### src/inc/eai_pkg.sv
// constants and types for the alarm and error interrupt block
package eai_pkg;
  // ----------------------------------------
  // register indices and byte addresses
  // ----------------------------------------
  localparam logic [15:0] IDX_BLK = 16'h0B01;
  localparam logic [15:0] IDX_STS = 16'h0B02;
  localparam logic [15:0] IDX_EN  = 16'h0B03;
  localparam logic [15:0] IDX_FCR = 16'h010B;
  localparam logic [15:0] ADR_BLK = {IDX_BLK[13:0], 2'h0};
  localparam logic [15:0] ADR_STS = {IDX_STS[13:0], 2'h0};
  localparam logic [15:0] ADR_EN  = {IDX_EN[13:0], 2'h0};
  localparam logic [15:0] ADR_FCR = {IDX_FCR[13:0], 2'h0};
  // ----------------------------------------
  // field positions
  // ----------------------------------------
  localparam int B_YEL   = 0;
  localparam int B_AIS   = 1;
  localparam int B_OOF   = 2;
  localparam int B_LCV   = 3;
  localparam int B_MYEL  = 5;
  localparam int B_LIVE  = 7;
  localparam int B_BLKEN = 1;
  localparam int ALIGNMENT_LOSS_COUNT_W  = 3;
  // ----------------------------------------
  // reset values and masks
  // ----------------------------------------
  localparam logic [7:0] STS_RST  = 8'h00;
  localparam logic [7:0] EN_RST   = 8'h00;
  localparam logic [7:0] BLK_RST  = 8'h00;
  localparam logic [7:0] FCR_RST  = 8'h03;
  localparam logic [7:0] EN_WMASK = 8'h3F;
  localparam logic [7:0] SRC_MASK = 8'h2F;
  localparam logic [1:0] RESP_OK  = 2'h0;
  localparam logic [1:0] RESP_ERR = 2'h2;
  localparam logic [1:0] ZSAT     = 2'h3;
  // ----------------------------------------
  // event vector, laid out as the status bits
  // ----------------------------------------
  typedef struct packed {
    logic [1:0] unused;
    logic       myel;
    logic       rsv;
    logic       coding_violation;
    logic       frame_loss_defect;
    logic       all_ones_alarm;
    logic       yel;
  } eai_evt_t;
endpackage

### src/verilog/eai_top.sv
// alarm and error event status, enables and interrupt with axi4-lite access
`timescale 1ns/1ps
module eai_top (
  input  wire logic        CLK_SYS_I,
  input  wire logic        RESET_N_I,
  input  wire logic [15:0] AWADDR_I,
  input  wire logic        AWVALID_I,
  output logic             AWREADY_O,
  input  wire logic [31:0] WDATA_I,
  input  wire logic [3:0]  WSTRB_I,
  input  wire logic        WVALID_I,
  output logic             WREADY_O,
  output logic [1:0]       BRESP_O,
  output logic             BVALID_O,
  input  wire logic        BREADY_I,
  input  wire logic [15:0] ARADDR_I,
  input  wire logic        ARVALID_I,
  output logic             ARREADY_O,
  output logic [31:0]      RDATA_O,
  output logic [1:0]       RRESP_O,
  output logic             RVALID_O,
  input  wire logic        RREADY_I,
  input  wire logic        CODE_VIOL_I,
  input  wire logic        FAS_STB_I,
  input  wire logic        FAS_ERR_I,
  input  wire logic        ZERO_BIT_I,
  input  wire logic        FRM_STB_I,
  input  wire logic        NFAS_STB_I,
  input  wire logic        A_BIT_I,
  input  wire logic        MF_YEL_I,
  output logic             IRQ_O
);
  // ----------------------------------------
  // address helpers
  // ----------------------------------------
  function automatic logic hit(input logic [15:0] a, input logic [15:0] r);
    hit = (a[15:2] == r[15:2]);
  endfunction

  function automatic logic mapped(input logic [15:0] a);
    mapped = hit(a, eai_pkg::ADR_BLK) | hit(a, eai_pkg::ADR_STS) |
             hit(a, eai_pkg::ADR_EN) | hit(a, eai_pkg::ADR_FCR);
  endfunction

  // ----------------------------------------
  // state
  // ----------------------------------------
  logic [7:0]  sts_r, sts_nxt, en_r, en_nxt, blk_r, blk_nxt, fcr_r, fcr_nxt;
  logic        awrdy_r, awrdy_nxt, wrdy_r, wrdy_nxt, ardy_r, ardy_nxt;
  logic        awf_r, awf_nxt, wf_r, wf_nxt, bv_r, bv_nxt, rv_r, rv_nxt;
  logic [15:0] awa_r, awa_nxt;
  logic [7:0]  wd_r, wd_nxt;
  logic        ws_r, ws_nxt;
  logic [1:0]  br_r, br_nxt, rr_r, rr_nxt;
  logic [31:0] rd_r, rd_nxt;
  logic        irq_r, irq_nxt;
  logic        oof_r, oof_nxt, ais_r, ais_nxt, yel_r, yel_nxt;
  logic        ap_r, ap_nxt, myel_r, myel_nxt;
  logic [2:0]  ecnt_r, ecnt_nxt;
  logic [1:0]  zc_r, zc_nxt, zp_r, zp_nxt;
  logic [1:0]  zcur;
  logic [2:0]  crit;
  logic        do_wr, ar_take, rd_clr;
  logic [7:0]  wclr;
  eai_pkg::eai_evt_t evt;

  // ----------------------------------------
  // framer condition tracking
  // ----------------------------------------
  // zeros of the frame that ends this cycle, saturating at three
  assign zcur = (ZERO_BIT_I && zc_r != eai_pkg::ZSAT) ? zc_r + 2'h1 : zc_r;
  // a zero criterion is treated as one; with the >= compare both declare loss on the first error
  assign crit = (fcr_r[eai_pkg::ALIGNMENT_LOSS_COUNT_W-1:0] == 3'h0) ? 3'h1 : fcr_r[eai_pkg::ALIGNMENT_LOSS_COUNT_W-1:0];

  always_comb begin
    oof_nxt  = oof_r;
    ecnt_nxt = ecnt_r;
    ais_nxt  = ais_r;
    zc_nxt   = zcur;
    zp_nxt   = zp_r;
    yel_nxt  = yel_r;
    ap_nxt   = ap_r;
    myel_nxt = MF_YEL_I;
    if (FAS_STB_I) begin
      if (FAS_ERR_I) begin
        ecnt_nxt = (ecnt_r == 3'h7) ? ecnt_r : ecnt_r + 3'h1;
        if (ecnt_nxt >= crit) oof_nxt = 1'b1;
      end else begin
        ecnt_nxt = 3'h0;
        oof_nxt  = 1'b0;
      end
    end
    // all-ones alarm over two frame windows
    if (FRM_STB_I) begin
      if (zp_r == 2'h0 && zcur == 2'h0) ais_nxt = 1'b1;
      else if ({1'b0, zp_r} + {1'b0, zcur} > 3'h2) ais_nxt = 1'b0;
      zp_nxt = zcur;
      zc_nxt = 2'h0;
    end
    // two ones declare the live remote alarm
    if (NFAS_STB_I) begin
      if (A_BIT_I && ap_r) yel_nxt = 1'b1;
      else if (!A_BIT_I && !ap_r) yel_nxt = 1'b0;
      ap_nxt = A_BIT_I;
    end
    evt        = '0;
    evt.coding_violation    = CODE_VIOL_I;
    evt.frame_loss_defect    = oof_nxt ^ oof_r;
    evt.all_ones_alarm    = ais_nxt ^ ais_r;
    evt.yel    = yel_nxt ^ yel_r;
    evt.myel   = myel_nxt ^ myel_r;
  end

  always_ff @(posedge CLK_SYS_I) begin
    if (!RESET_N_I) begin
      oof_r  <= 1'b0;
      ecnt_r <= 3'h0;
      ais_r  <= 1'b0;
      zc_r   <= 2'h0;
      zp_r   <= eai_pkg::ZSAT;
      yel_r  <= 1'b0;
      ap_r   <= 1'b0;
      myel_r <= 1'b0;
    end else begin
      oof_r  <= oof_nxt;
      ecnt_r <= ecnt_nxt;
      ais_r  <= ais_nxt;
      zc_r   <= zc_nxt;
      zp_r   <= zp_nxt;
      yel_r  <= yel_nxt;
      ap_r   <= ap_nxt;
      myel_r <= myel_nxt;
    end
  end

  // ----------------------------------------
  // axi4-lite slave and registers
  // ----------------------------------------
  // one write commits once both halves are held and no response is pending
  assign do_wr   = awf_r & wf_r & ~bv_r;
  assign ar_take = ARVALID_I & ardy_r;
  // a status read clears what it returned
  assign rd_clr  = ar_take & hit(ARADDR_I, eai_pkg::ADR_STS);
  assign wclr    = (do_wr && ws_r && hit(awa_r, eai_pkg::ADR_STS)) ? wd_r : 8'h00;

  always_comb begin
    awf_nxt = awf_r;
    wf_nxt  = wf_r;
    awa_nxt = awa_r;
    wd_nxt  = wd_r;
    ws_nxt  = ws_r;
    bv_nxt  = bv_r;
    br_nxt  = br_r;
    rv_nxt  = rv_r;
    rr_nxt  = rr_r;
    rd_nxt  = rd_r;
    en_nxt  = en_r;
    blk_nxt = blk_r;
    fcr_nxt = fcr_r;
    if (AWVALID_I && awrdy_r) begin
      awf_nxt = 1'b1;
      awa_nxt = AWADDR_I;
    end
    if (WVALID_I && wrdy_r) begin
      wf_nxt = 1'b1;
      wd_nxt = WDATA_I[7:0];
      ws_nxt = WSTRB_I[0];
    end
    if (BREADY_I && bv_r) bv_nxt = 1'b0;
    if (do_wr) begin
      awf_nxt = 1'b0;
      wf_nxt  = 1'b0;
      bv_nxt  = 1'b1;
      br_nxt  = mapped(awa_r) ? eai_pkg::RESP_OK : eai_pkg::RESP_ERR;
      if (ws_r) begin
        // enable bits 5..0 are writable, bit 7 shows live state
        if (hit(awa_r, eai_pkg::ADR_EN)) en_nxt = wd_r & eai_pkg::EN_WMASK;
        if (hit(awa_r, eai_pkg::ADR_BLK)) blk_nxt = wd_r;
        if (hit(awa_r, eai_pkg::ADR_FCR)) fcr_nxt = wd_r;
      end
    end
    if (RREADY_I && rv_r) rv_nxt = 1'b0;
    if (ar_take) begin
      rv_nxt = 1'b1;
      rr_nxt = mapped(ARADDR_I) ? eai_pkg::RESP_OK : eai_pkg::RESP_ERR;
      rd_nxt = 32'h0000_0000;
      if (hit(ARADDR_I, eai_pkg::ADR_STS)) rd_nxt[7:0] = sts_r;
      if (hit(ARADDR_I, eai_pkg::ADR_EN)) rd_nxt[7:0] = {yel_r, en_r[6:0]};
      if (hit(ARADDR_I, eai_pkg::ADR_BLK)) rd_nxt[7:0] = blk_r;
      if (hit(ARADDR_I, eai_pkg::ADR_FCR)) rd_nxt[7:0] = fcr_r;
    end
    awrdy_nxt = ~awf_nxt;
    wrdy_nxt  = ~wf_nxt;
    ardy_nxt  = ~rv_nxt;
    // new events win over the clearing read or write
    sts_nxt = (sts_r & ~(rd_clr ? 8'hFF : 8'h00) & ~wclr) | (evt & eai_pkg::SRC_MASK);
    // source enables gate each bit, gates the block
    irq_nxt = blk_nxt[eai_pkg::B_BLKEN] & (|(sts_nxt & en_nxt & eai_pkg::SRC_MASK));
  end

  // enables, status and interrupt reset to zero
  always_ff @(posedge CLK_SYS_I) begin
    if (!RESET_N_I) begin
      awrdy_r <= 1'b0;
      wrdy_r  <= 1'b0;
      ardy_r  <= 1'b0;
      awf_r   <= 1'b0;
      wf_r    <= 1'b0;
      awa_r   <= 16'h0000;
      wd_r    <= 8'h00;
      ws_r    <= 1'b0;
      bv_r    <= 1'b0;
      br_r    <= 2'h0;
      rv_r    <= 1'b0;
      rr_r    <= 2'h0;
      rd_r    <= 32'h0000_0000;
      sts_r   <= eai_pkg::STS_RST;
      en_r    <= eai_pkg::EN_RST;
      blk_r   <= eai_pkg::BLK_RST;
      fcr_r   <= eai_pkg::FCR_RST;
      irq_r   <= 1'b0;
    end else begin
      awrdy_r <= awrdy_nxt;
      wrdy_r  <= wrdy_nxt;
      ardy_r  <= ardy_nxt;
      awf_r   <= awf_nxt;
      wf_r    <= wf_nxt;
      awa_r   <= awa_nxt;
      wd_r    <= wd_nxt;
      ws_r    <= ws_nxt;
      bv_r    <= bv_nxt;
      br_r    <= br_nxt;
      rv_r    <= rv_nxt;
      rr_r    <= rr_nxt;
      rd_r    <= rd_nxt;
      sts_r   <= sts_nxt;
      en_r    <= en_nxt;
      blk_r   <= blk_nxt;
      fcr_r   <= fcr_nxt;
      irq_r   <= irq_nxt;
    end
  end

  // outputs straight from flops
  assign AWREADY_O = awrdy_r;
  assign WREADY_O  = wrdy_r;
  assign BVALID_O  = bv_r;
  assign BRESP_O   = br_r;
  assign ARREADY_O = ardy_r;
  assign RVALID_O  = rv_r;
  assign RRESP_O   = rr_r;
  assign RDATA_O   = rd_r;
  assign IRQ_O     = irq_r;
endmodule

### config.mk
export PLATFORM = sky130hd
export DESIGN_NAME = eai_top
export DESIGN_NICKNAME = d
export VERILOG_FILES = /design/src/inc/eai_pkg.sv /design/src/verilog/eai_top.sv
export SDC_FILE = /design/constraint.sdc
export NUM_CORES = 1
export LEC_CHECK = 0
export BUFFER_PORTS_ARGS = -buffer_cell sky130_fd_sc_hd__buf_2
export CAP_MARGIN = 20
export CORE_ASPECT_RATIO = 1.75
export CORE_MARGIN = 5
export CORE_UTILIZATION = 41
export CTS_BUF_LIST = sky130_fd_sc_hd__clkbuf_4
export CTS_CLUSTER_SIZE = 25
export DETAILED_ROUTE_END_ITERATION = 6
export HOLD_SLACK_MARGIN = 0.15
export PLACE_DENSITY = 0.7
export SLEW_MARGIN = 20
export SYNTH_ARGS = -nofsm -noshare
export SYNTH_HDL_FRONTEND = slang
export SYNTH_SLANG_ARGS = --single-unit
### constraint.sdc
create_clock -name CLK_SYS_I -period 2.6 [get_ports CLK_SYS_I]
set_clock_uncertainty 0.15 [all_clocks]
set_input_delay 0.13 -clock CLK_SYS_I [delete_from_list [all_inputs] [get_ports CLK_SYS_I]]
set_output_delay 0.13 -clock CLK_SYS_I [all_outputs]
set_load 0.05 [all_outputs]
=== Yosys cells after proc, flatten, opt, wreduce, memory -nomap -nowiden ===
Cells that the tools add are included.

* $add $sub $neg: 3
* Order comparisons: 2
* Equality and inequality tests: 10
* Mux-type cells: 35
* Bitwise operators: 26
* Reduce and logical (&&, ||, !) cells: 20

{| class="wikitable"
|+ Operators with widths
! kind !! count
|-
| equality test 14 x 12 -> 1 bit, second input constant || 6
|-
| 2-to-1 mux 8 bit || 9
|-
| equality test 14 x 9 -> 1 bit, second input constant || 2
|-
| 2-to-1 mux 1 bit || 17
|-
| AND 8 bit || 2
|-
| inverter 8 bit || 2
|-
| 2-to-1 mux 2 bit || 6
|-
| logical AND 1 bit || 10
|-
| 2-to-1 mux 3 bit || 3
|-
| OR 8 x 6 -> 8 bit || 1
|-
| AND 6 bit || 1
|-
| OR 1 bit || 6
|-
| AND reduction 3 bit || 2
|-
| AND 1 bit || 5
|-
| inverter 1 bit || 5
|-
| OR reduction 5 bit || 1
|-
| zero test 2 bit || 2
|-
| bitwise XOR 1 bit || 4
|-
| adder 2 x 2 -> 3 bit || 1
|-
| adder 3 x 1 -> 3 bit, second input constant || 1
|-
| equality test 3 bit, second input constant || 1
|-
| >= comparator 3 bit || 1
|-
| > comparator 3 x 2 -> 1 bit, second input constant || 1
|-
| zero test 3 bit || 1
|-
| 5 further kinds || 6
|}

* Bits in registers: 89
* Bits of input ports: 83
* Output and inout port bits: 42
* Word-level logic and storage cells: 123

=== Depth between registers and ports, before layout ===
Gate-level depths: netlist of the first run.

* Depth in word-level cells: 13
* Mapped depth: 12
* Gate-level depth less buffers: 12

=== Least setup slack after synthesis of the first run ===
Ideal clock, no wire load.

* Path kind: reg2reg
* From: register awa_r[12]
* To: register irq_r, in the netlist IRQ_O
* Library setup time: 81 ps
* Data arrival time: 2408 ps
* Required time: 2369 ps
* Slack: -39 ps
* Stages on the path, launching flop included: 8
* Path buffers: 1
* Period minus slack after synthesis: 2639 ps
* Path through: dfxtp_1 > or4_4 > or4_4 > or4b_1 > buf_6 > mux2i_1 > nand2b_1 > a41oi_1

* Cells in the longest elaborated chain, start to end: 9
* Elaborated cells between the ends (all ways): 17
* Those cells by class: 3 x eq/ne; 7 x mux; 5 x bitwise; 2 x reduce/logical

{| class="wikitable"
|+ Ends and longest elaborated chain
! item !! line !! text
|-
| start: declaration || eai_top.sv:51 || <nowiki>logic [15:0] awa_r, awa_nxt;</nowiki>
|-
| start signal: assignment || eai_top.sv:228 || <nowiki>awa_r <= awa_nxt;</nowiki>
|-
| equality test 14 x 12 -> 1 bit || eai_top.sv:37 || <nowiki>hit = (a[15:2] == r[15:2]);</nowiki>
|-
| logical AND 1 bit || eai_top.sv:144 || <nowiki>assign wclr = (do_wr && ws_r && hit(awa_r, eai_pkg::ADR_STS)) ? wd_r : 8'h00;</nowiki>
|-
| 2-to-1 mux 8 bit || eai_top.sv:144 ||
|-
| inverter 8 bit || eai_top.sv:196 || <nowiki>sts_nxt = (sts_r & ~(rd_clr ? 8'hFF : 8'h00) & ~wclr) | (evt & eai_pkg::SRC_MASK);</nowiki>
|-
| AND 8 bit || eai_top.sv:196 ||
|-
| OR 8 x 6 -> 8 bit || eai_top.sv:196 ||
|-
| AND 6 bit || eai_top.sv:198 || <nowiki>irq_nxt = blk_nxt[eai_pkg::B_BLKEN] & (|(sts_nxt & en_nxt & eai_pkg::SRC_MASK));</nowiki>
|-
| OR reduction 5 bit || eai_top.sv:198 ||
|-
| AND 1 bit (*) || eai_top.sv:198 ||
|-
| end signal: assignment || eai_top.sv:240 || <nowiki>irq_r <= irq_nxt;</nowiki>
|-
| end: declaration || eai_top.sv:56 || <nowiki>logic irq_r, irq_nxt;</nowiki>
|}

Mark *: on every way between the ends. The rest lies on a longest branch, timed or not.
A chain may end at the register's enable or synchronous reset.

=== Worst setup path in the final report of the first run ===
Same ends and word-level chain as after synthesis.

==> results of run 1 <==
## cells in the mapped netlist (7+ instances only)
cell type   n  area, um2
dfxtp_1    83       1662
nand2_1    72      270.3
nor2_1     45      168.9
a21oi_1    35      175.2
buf_4      26      195.2
mux2i_1    19      190.2
o21ai_0    17      85.08
clkbuf_1   16      60.06
inv_1      13      48.80
and2_1     12      75.07
a211oi_1    9      67.56
a222oi_1    7      70.07
mux2_2      7      78.83
## repair_timing
item	in CTS	in global routing
buffers inserted	0	2
hold endpoints to repair	60	0
setup endpoints to repair	9	12
hold buffers	95	0
gates resized for setup	6	15
pin swaps	1	6
## final cells by class
cell class,instances,share of cell area [%]
clock inverters,7,1.390
diodes,1,0.04633
repair buffers,183,26.82
well taps,120,2.780
clock buffers,9,1.251
inverters,14,0.9729
flip-flops and latches,83,30.79
multi-input cells,321,35.95
## stage by stage
| step | utilization [%] | cell area, um2 | setup TNS, ps | hold slack, ps | setup slack, ps |
|---|---|---|---|---|---|
| finish | 59.78 | 5401 | -356.4 | 218.4 | -63.74 |
| global route | 59.78 | 5401 | -826.2 | 265.0 | -129.8 |
| CTS | 58.90 | 5323 | -240.0 | 212.8 | -46.53 |
| detailed placement | 46.55 | 4207 | -443.7 | 218.1 | -71.11 |
| global placement | 46.55 | 4207 | -242.3 | 208.7 | -38.20 |
| floorplan | - | 3842 | -38.61 | 100.4 | -38.61 |
## cells by family after synthesis
logic type / after synthesis / share of synthesized area [%]
simple gates: 173 / 22.03
other cells: 1 / 0.1000
buf+inv: 58 / 8.645
compound gates: 85 / 14.19
flops: 83 / 44.33
mux: 27 / 7.477
fa+ha+maj: 7 / 2.537
xor+xnor: 3 / 0.7011
## worst min path at each step
stage                          end  cells after the start         from
final                     WREADY_O                      4     WVALID_I
after global routing      sts_r[0]                      6  ARADDR_I[5]
after global placement      myel_r                      2     MF_YEL_I
after floorplan           blk_r[1]                      2    RESET_N_I
after detailed placement    myel_r                      2     MF_YEL_I
after CTS                 sts_r[0]                      6  ARADDR_I[5]
## cells in the final DEF, fill, tap and decap left out, types with 12 or more instances in the layout
cell | synthesis | final
nand2_1 | 72 | 72
inv_1 | 13 | 13
buf_4 | 26 | 20
dlygate4sd3_1 | 0 | 94
dfxtp_1 | 83 | 82
mux2i_1 | 19 | 17
conb_1 | 1 | 26
buf_2 | 0 | 67
nor2_1 | 45 | 45
o21ai_0 | 17 | 16
a21oi_1 | 35 | 35
and2_1 | 12 | 12
## worst min-delay path, delay by kind of cell
kind	cells	cell delay, ps
AOI/OAI and AO/OA	1	170
and+or+nand+nor	2	370
buffers and inverters	1	100
## per-layer routing
layer  global-route usage, %  share of wire (%)
met1                   19.80                 39
met2                   35.54                 53
met3                   1.845                5.4
met4                   10.54                3.2
met5                       0                  0
## state kept, by name, indices dropped and copies added, names as in the netlist, 2 cells and up, named ones only
name and count:
awa_r 14, RDATA_O 8, blk_r 8, fcr_r 8, sts_r 8, wd_r 8, en_r 5, ecnt_r 3
zc_r 2, zp_r 2
## power groups by stage
stage / sequential, W / clock (W) / combinational, W
after floorplan: 0.00142 / 0 / 0.000246
after global placement: 0.00138 / 0 / 0.000365
after detailed placement: 0.00138 / 0 / 0.000372
after CTS: 0.00135 / 0.000782 / 0.000477
after global routing: 0.00136 / 0.000831 / 0.000531
final: 0.00135 / 0.000770 / 0.000489
==> out/metrics.csv, run 1 <==
stage,metric,value,unit
synth,ys async rst share,0,%
worst_setup_path,Arrival @ worst endpoint,2890,ps
worst_setup_path,crit end category,flip-flop,
routing,Via density,4.955,
global_route,first-pass GRT wire length,16.43,mm
worst_setup_path,RR Endpoint,IRQ_O,
floorplanning,Starting Density,41.48,%
floorplanning,Core ar.,9036,um2
clock_tree,clock sink count,83,
clock_tree,CTS root buf,clkbuf_4,
sta,f_max,0.3754,GHz
floorplanning,num rows,46,
worst_setup_path,Worst path most repeated cell,or4_4,
worst_setup_path,crit path max fanout,4,
clock_tree,Clock Path Buffers,2,
place,placer congestion estimate,0.8729,
synth,Post-Synthesis Cells,437,
finish,final cell count without fillers,738,
place,number of port buffers,67,
power,Leak Pwr,2.315,nW
finish,Seq. cell area,1663,um2
sta,RSZ-0062 raised after global routing,yes,
power,Reg power frac,51.8,%
sta,final setup vio count,9,
place,DPL Wire Length,6.748,mm
synth,yosys warns,0,
worst_setup_path,Critical-path top delay cell,or4_4,
power,total power,0.002614,W
clock_tree,Clock transition at path regs,140,ps
hold_path,Worst Hold Class,primary input to flip-flop,
worst_setup_path,Critical Path Source Type,flip-flop,
flow_run,Max Cap Viol,0,
finish,layout cells sized above 1,21.88,%
routing,drt wl/cell,13.79,um
finish,multi-input logic area,1942,um2
worst_setup_path,Critical Path RT,2830,ps
synth,"flops & latches, synth",83,
synth,Synth Flop Type,dfxtp_1,
floorplanning,chip width,82.28,um
sta,Max-slew headroom,58.60,%
sta,Tcrit/Tclk final,102.5,%
routing,via count,3657,
worst_setup_path,Worst Setup EP,IRQ_O,
global_route,largest net degree at the start of global routing,60,
power,Comb power frac,18.7,%
global_route,"Remaining Overflow, GRT",0,
synth,number of flops mapped to enable cells by yosys,0,
worst_setup_path,CP Cell Sequence,"or4_4, or4_4, or4b_4, mux2i_1, nand2b_4, a41oi_2",
power,sw frac,30.42,%
place,placed cell count,625,
synth,count of cell types in the netlist,53,
synth,post-synthesis area per instance,8.578,um2
worst_setup_path,family with the most delay on the worst path,simple AND/OR/NAND/NOR gates,
power,clock power share,29.5,%
routing,residual DRC count,0,
finish,Fillers,752,
clock_tree,"Clk Latency, worst-skew pair",440,ps
global_route,vias in the first global route,3728,
floorplanning,IO Pins,125,
worst_setup_path,WP depth,6,
power,P per Cell Area,484.0,nW/um2
synth,synthesized area,3749,um2
outcome,run status,finished with violations,
routing,Iter 0 DRT Violations,234,
clock_tree,CTS Buf Count,9,
routing,final wirelength,10.18,mm
floorplanning,Die Area,11230,um2
worst_setup_path,Worst R2R Start,awa_r[12],
routing,antenna-violating nets left,0,
outcome,failing checks,setup timing,
power,Pint,0.001819,W
finish,Final nets,702,
floorplanning,die height,136.5,um
global_route,initial antenna violation count,1,
clock_tree,TritonCTS clock tree,yes,
worst_setup_path,critical path type,flip-flop to flip-flop,
sta,final hold vios,0,
routing,First-pass DRT Iterations,4,
sta,Final Critical Period,2664,ps
worst_setup_path,R2R setup slack,-60,ps
sta,Final Slew Violations,0,
power,worst vdd ir,360.0,uV
worst_setup_path,Setup crit start,awa_r[12],
clock_tree,CTS H-tree depth,3,
power,switching pwr,0.0007953,W
synth,sequential fraction of the synthesis area,44.33,%
finish,Area Overhead vs Synth,44.09,%
sta,Worst Tran Pin Value,621.0,ps
sta,final worst slack,-63.74,ps
global_route,GRT Resource Usage Total,19.00,%
worst_setup_path,reg2reg path depth,6,
worst_setup_path,Bufs and invs on worst path,0,
worst_setup_path,crit-path max cell delay,590,ps
No activity file was read; power rests on OpenSTA's default activity.
==> run 2: changes to the inputs <==
REMOVE_ABC_BUFFERS = 1   (was default)
==> run 2 against run 1 <==
Sequential power barely moved. Via count fell by 4.2%. The run still ends with setup timing left. Largest power group unchanged. Final area down 2.8%. Global-route usage is 1.3 points lower. Clock-buffer cell count rose by 1. Fmax grew 0.19%. Sequential cell count unchanged. Hold slack gained 20 ps. Critical path type unchanged. Power down 6.3%. Register-to-register slack about the same. First-iteration DRC count shrank 17%. Critical path depth increased by 2. Highest routed layer unchanged.
==> out/metrics.csv, run 2 (synthesized netlist as in run 1, its figures left out) <==
stage,metric,value,unit
clock_tree,clock sink count,83,
place,Placed Area,4204,um2
global_route,vias in the first global route,3452,
finish,layout cells sized above 1,22.76,%
sta,final worst slack,-58.71,ps
global_route,GRT Resource Usage Total,17.69,%
worst_setup_path,crit end category,flip-flop,
floorplanning,Die Area,11230,um2
clock_tree,CTS H-tree depth,3,
sta,Final Slew Violations,0,
sta,RSZ-0062 raised after global routing,yes,
place,placer congestion estimate,0.8565,
worst_setup_path,critical path type,flip-flop to flip-flop,
worst_setup_path,Arrival @ worst endpoint,2830,ps
finish,Reg with most FFs,awa_r,
finish,most frequent cells in the layout,"dlygate4sd3_1, dfxtp_1, nand2_1, buf_2, nor2_1",
routing,First-pass DRT Iterations,4,
finish,Area Overhead vs Synth,39.99,%
clock_tree,CTS Buf Count,9,
outcome,failing checks,setup timing,
floorplanning,Core ar.,9036,um2
clock_tree,"Clk Latency, worst-skew pair",430,ps
floorplanning,Starting Density,41.48,%
sta,final hold vios,0,
clock_tree,setup bufs post-CTS,0,
worst_setup_path,Critical Path Source Type,flip-flop,
power,P per Cell Area,467.0,nW/um2
finish,fin area,5248,um2
routing,max layer used,met4,
worst_setup_path,R2R setup slack,-60,ps
worst_setup_path,Worst path most repeated cell,or4_4,
power,worst vdd ir,310.2,uV
finish,Final nets,687,
global_route,initial antenna violation count,1,
hold_path,Worst Hold Class,primary input to flip-flop,
worst_setup_path,Critical Path RT,2770,ps
place,setup slack after placement,-117.2,ps
routing,met2 wire len,4.963,mm
worst_setup_path,crit-path max cell delay,550,ps
routing,via count,3505,
routing,metal3 WL,632,um
worst_setup_path,reg2reg path depth,8,
sta,Final Critical Period,2659,ps
clock_tree,Clock Path Buffers,2,
global_route,"Remaining Overflow, GRT",0,
global_route,first-pass GRT wire length,15.24,mm
clock_tree,CTS root buf,clkbuf_4,
worst_setup_path,Bufs and invs on worst path,2,
clock_tree,Clock transition at path regs,120,ps
worst_setup_path,Critical-path top delay cell,or4_4,
routing,Iter 0 DRT Violations,195,
clock_tree,TritonCTS clock tree,yes,
routing,drt wl/cell,13.04,um
sta,f_max,0.3761,GHz
global_route,largest net degree at the start of global routing,62,
floorplanning,IO Pins,125,
routing,residual DRC count,0,
worst_setup_path,WP depth,8,
flow_run,Max Cap Viol,0,
place,number of port buffers,67,
sta,final setup vio count,7,
floorplanning,die height,136.5,um
routing,Via density,4.848,
place,DPL Wire Length,6.484,mm
routing,met1 wire length,3.514,mm
worst_setup_path,crit path max fanout,4,
worst_setup_path,CP Cell Sequence,"or4_4, or4_4, buf_4, nor2_4, buf_6, mux2i_1, o21bai_2, a41oi_2",
routing,antenna-violating nets left,0,
hold_path,Hold Path Stages,4,
finish,max reg flops,14,
outcome,run status,finished with violations,
sta,Tcrit/Tclk final,102.3,%
power,Leak Pwr,2.257,nW
finish,"most common cell after layout, fill and taps aside",dlygate4sd3_1,
worst_setup_path,family with the most delay on the worst path,simple AND/OR/NAND/NOR gates,
finish,Fillers,808,
floorplanning,chip width,82.28,um
floorplanning,num rows,46,
routing,final wirelength,9.428,mm
## run 2: final cells by class
class | instances | area, um2 | area share [%]
tap | 120 | 150.1 | 2.861
timing repair buffer | 168 | 1318 | 25.11
inverter | 14 | 52.55 | 1.001
clock inverter | 6 | 32.53 | 0.6199
multi-input combinational | 321 | 1954 | 37.24
sequential | 83 | 1663 | 31.69
antenna | 1 | 2.502 | 0.04769
clock buffer | 10 | 75.07 | 1.431
## run 2: routing by layer
layer / up-vias / global-route usage (%)
met5: - / 0
met4: 0 / 8.965
met3: 18 / 4.018
met2: 114 / 32.05
met1: 1605 / 18.34
li1: 1768 / -
## run 2: final timing paths
kind / from / end
worst min register to register: flip-flop / flip-flop
worst max register to register: awa_r[12] / IRQ_O
worst min-delay path: WVALID_I / WREADY_O
worst max-delay path: awa_r[12] / IRQ_O
## run 2: stage by stage
step / TNS [ps] / hold slack, ps / utilization [%] / power, W / instances
floorplan: -211.7 / 41.94 / - / 0.001630 / 418
global placement: -149.8 / 223.0 / 46.52 / 0.001741 / 623
detailed placement: -355.2 / 227.3 / 46.52 / 0.001751 / 623
CTS: -43.58 / 162.8 / 57.14 / 0.002463 / 721
global route: -519.6 / 237.7 / 58.07 / 0.002572 / 723
finish: -115.5 / 237.9 / 58.07 / 0.002451 / 723
## run 2: worst register-to-register path, stage by stage, from the launching register on
cell and delay, ps:
dfxtp_2 340, or4_4 530, or4_4 550, buf_4 160, nor2_4 140, buf_6 150, mux2i_1 240, o21bai_2 170
a41oi_2 120
## run 2: report_power, final
part	switching, W	internal (W)	leakage, nW	total, W
clock network	0.000427	0.000199	0.0657	0.000626
registers	0.0000331	0.00132	0.676	0.00135
logic	0.000281	0.000193	1.51	0.000473
total	0.000740	0.00171	2.26	0.00245
## run 2: what timing repair did
item                                    in CTS  in global routing
endpoints found under the setup margin       8                 11
hold buffers                                82                  1
endpoints found under the hold margin       60                  1
pin swaps                                    1                  2
gates resized for setup                     10                 15
==> run 3: changes to the inputs <==
CTS_CLUSTER_DIAMETER = 40   (was default)
REMOVE_ABC_BUFFERS = default   (was 1)
TNS_END_PERCENT = 20   (was default)
==> run 3 against run 2 <==
The flow still finishes with violations (setup timing). Cell count grew 2.2%. Wire length up 8.5%. Power up 6.8%. Clock power grew 23%. First-iteration DRC count up 31%. Clock-buffer cell count shrank 1. Hold slack worse by 18 ps. Die area stayed put. Global-route usage is 1.3 points higher. Sequential share of layout area shrank 0.97 points. Via count increased by 4.9%. Critical endpoint unchanged.
==> out/metrics.csv, run 3 (synthesized netlist as in run 1, its figures left out) <==
stage,metric,value,unit
sta,Worst Tran Pin Value,625.9,ps
sta,Tcrit/Tclk final,102.7,%
floorplanning,Starting Density,41.48,%
sta,Final Slew Violations,0,
power,Reg power frac,51.8,%
power,sw frac,30.46,%
outcome,run status,finished with violations,
power,Comb power frac,18.7,%
place,placer congestion estimate,0.8729,
routing,final wirelength,10.23,mm
power,worst vdd ir,361.4,uV
finish,"most common cell after layout, fill and taps aside",dlygate4sd3_1,
finish,post-layout util,59.91,%
power,clock power share,29.5,%
global_route,vias in the first global route,3728,
sta,Final Critical Period,2670,ps
global_route,GRT Resource Usage Total,19.00,%
power,Pint,0.001820,W
sta,Fin Hold WS,219.5,ps
worst_setup_path,crit end category,flip-flop,
finish,most frequent cells in the layout,"dlygate4sd3_1, dfxtp_1, nand2_1, buf_2, nor2_1",
finish,Final nets,703,
place,setup slack after placement,-71.11,ps
routing,First-pass DRT Iterations,5,
clock_tree,Clock Path Buffers,2,
clock_tree,CTS root buf,clkbuf_4,
sta,Max-slew headroom,58.27,%
floorplanning,Die Area,11230,um2
clock_tree,CTS Buf Count,9,
worst_setup_path,Arrival @ worst endpoint,2900,ps
clock_tree,CTS H-tree depth,3,
flow_run,Max Cap Viol,0,
hold_path,Worst Hold Class,primary input to flip-flop,
global_route,largest net degree at the start of global routing,60,
routing,Iter 0 DRT Violations,255,
sta,RSZ-0062 raised after global routing,yes,
sta,post-route setup TNS,-352.3,ps
clock_tree,"Clk Latency, worst-skew pair",450,ps
routing,Via density,4.977,
global_route,initial antenna violation count,1,
global_route,first-pass GRT wire length,16.43,mm
floorplanning,IO Pins,125,
power,total power,0.002617,W
worst_setup_path,Critical Path Source Type,flip-flop,
floorplanning,Core ar.,9036,um2
finish,Fillers,753,
floorplanning,chip width,82.28,um
worst_setup_path,critical path type,flip-flop to flip-flop,
sta,f_max,0.3745,GHz
outcome,failing checks,setup timing,
sta,final hold vios,0,
floorplanning,num rows,46,
clock_tree,clock sink count,83,
finish,multi-input logic area,1942,um2
sta,final setup vio count,9,
routing,drt wl/cell,13.85,um
floorplanning,die height,136.5,um
worst_setup_path,Critical Path RT,2830,ps
routing,antenna-violating nets left,0,
finish,layout cells sized above 1,21.84,%
place,number of port buffers,67,
sta,final worst slack,-70.10,ps
finish,max reg flops,14,
power,Leak Pwr,2.321,nW
clock_tree,TritonCTS clock tree,yes,
clock_tree,Clock transition at path regs,150,ps
global_route,"Remaining Overflow, GRT",0,
power,P per Cell Area,483.4,nW/um2
finish,Reg with most FFs,awa_r,
finish,Area Overhead vs Synth,44.43,%
place,DPL Wire Length,6.748,mm
routing,residual DRC count,0,
power,switching pwr,0.0007970,W
routing,via count,3678,
worst_setup_path,crit path max fanout,4,
finish,Seq. cell area,1663,um2
run 3: changes by cell type in the layout (fill, tap and decap cells not counted), moves of 2 or more:
cell           previous run  this run
inv_6                     0         2
dlygate4sd3_1            83        94
mux2i_1                  15        17
mux2i_2                   3         1
buf_4                    16        20
clkinv_2                  5         0
run 3: final cells by class:
type / instances / share of cell area, %
Inverter: 14 / 0.9706
Multi-Input combinational cell: 321 / 35.87
Antenna cell: 1 / 0.04622
Timing Repair Buffer: 184 / 26.99
Tap cell: 120 / 2.773
Sequential cell: 83 / 30.71
Clock buffer: 9 / 1.248
Clock inverter: 7 / 1.387
run 3: critical path: stages, from the launching register on:
cell      delay (ps)
dfxtp_2          350
or4_4            530
or4_4            590
or4b_4           520
mux2i_1          150
nand2b_4         160
a41oi_2          140
run 3: power by group through the flow:
stage / clock network [W] / registers [W] / logic [W]
finish: 0.000772 / 0.00136 / 0.000490
CTS: 0.000782 / 0.00135 / 0.000477
global route: 0.000831 / 0.00136 / 0.000532
detailed placement: 0 / 0.00138 / 0.000372
global placement: 0 / 0.00138 / 0.000365
floorplan: 0 / 0.00142 / 0.000246
run 3: repair_timing:
action	CTS	global route
gates cloned	0	0
hold buffers	95	0
setup endpoints to repair	9	12
endpoints found under the hold margin	60	0
buffers inserted	0	2
resized for setup	6	16
pin swaps	1	6
run 3: per-stage QoR:
step           instance area (um2)  std cells
6_report                      5414        739
5_1_grt                       5414        739
4_1_cts                       5323        736
3_5_place_dp                  4207        625
3_3_place_gp                  4207        625
2_1_floorplan                 3842        462
run 3: layer usage:
metal	global-route usage, %	share of wire, %	vias up	wire, um
met4	10.54	3.2	0	328
met2	35.54	52	134	5358
li1	-	-	1803	-
met3	1.845	5.5	25	565
met5	0	0	-	0
met1	19.80	39	1716	3981
run 3: final timing paths:
kind / from / to / slack, ps / cells past startpoint
setup reg to reg: awa_r[12] / IRQ_O / -70 / 6
hold / removal: WVALID_I / WREADY_O / 220 / 4
hold reg to reg: ais_r / ais_r / 340 / 2
setup / recovery: awa_r[12] / IRQ_O / -70 / 6
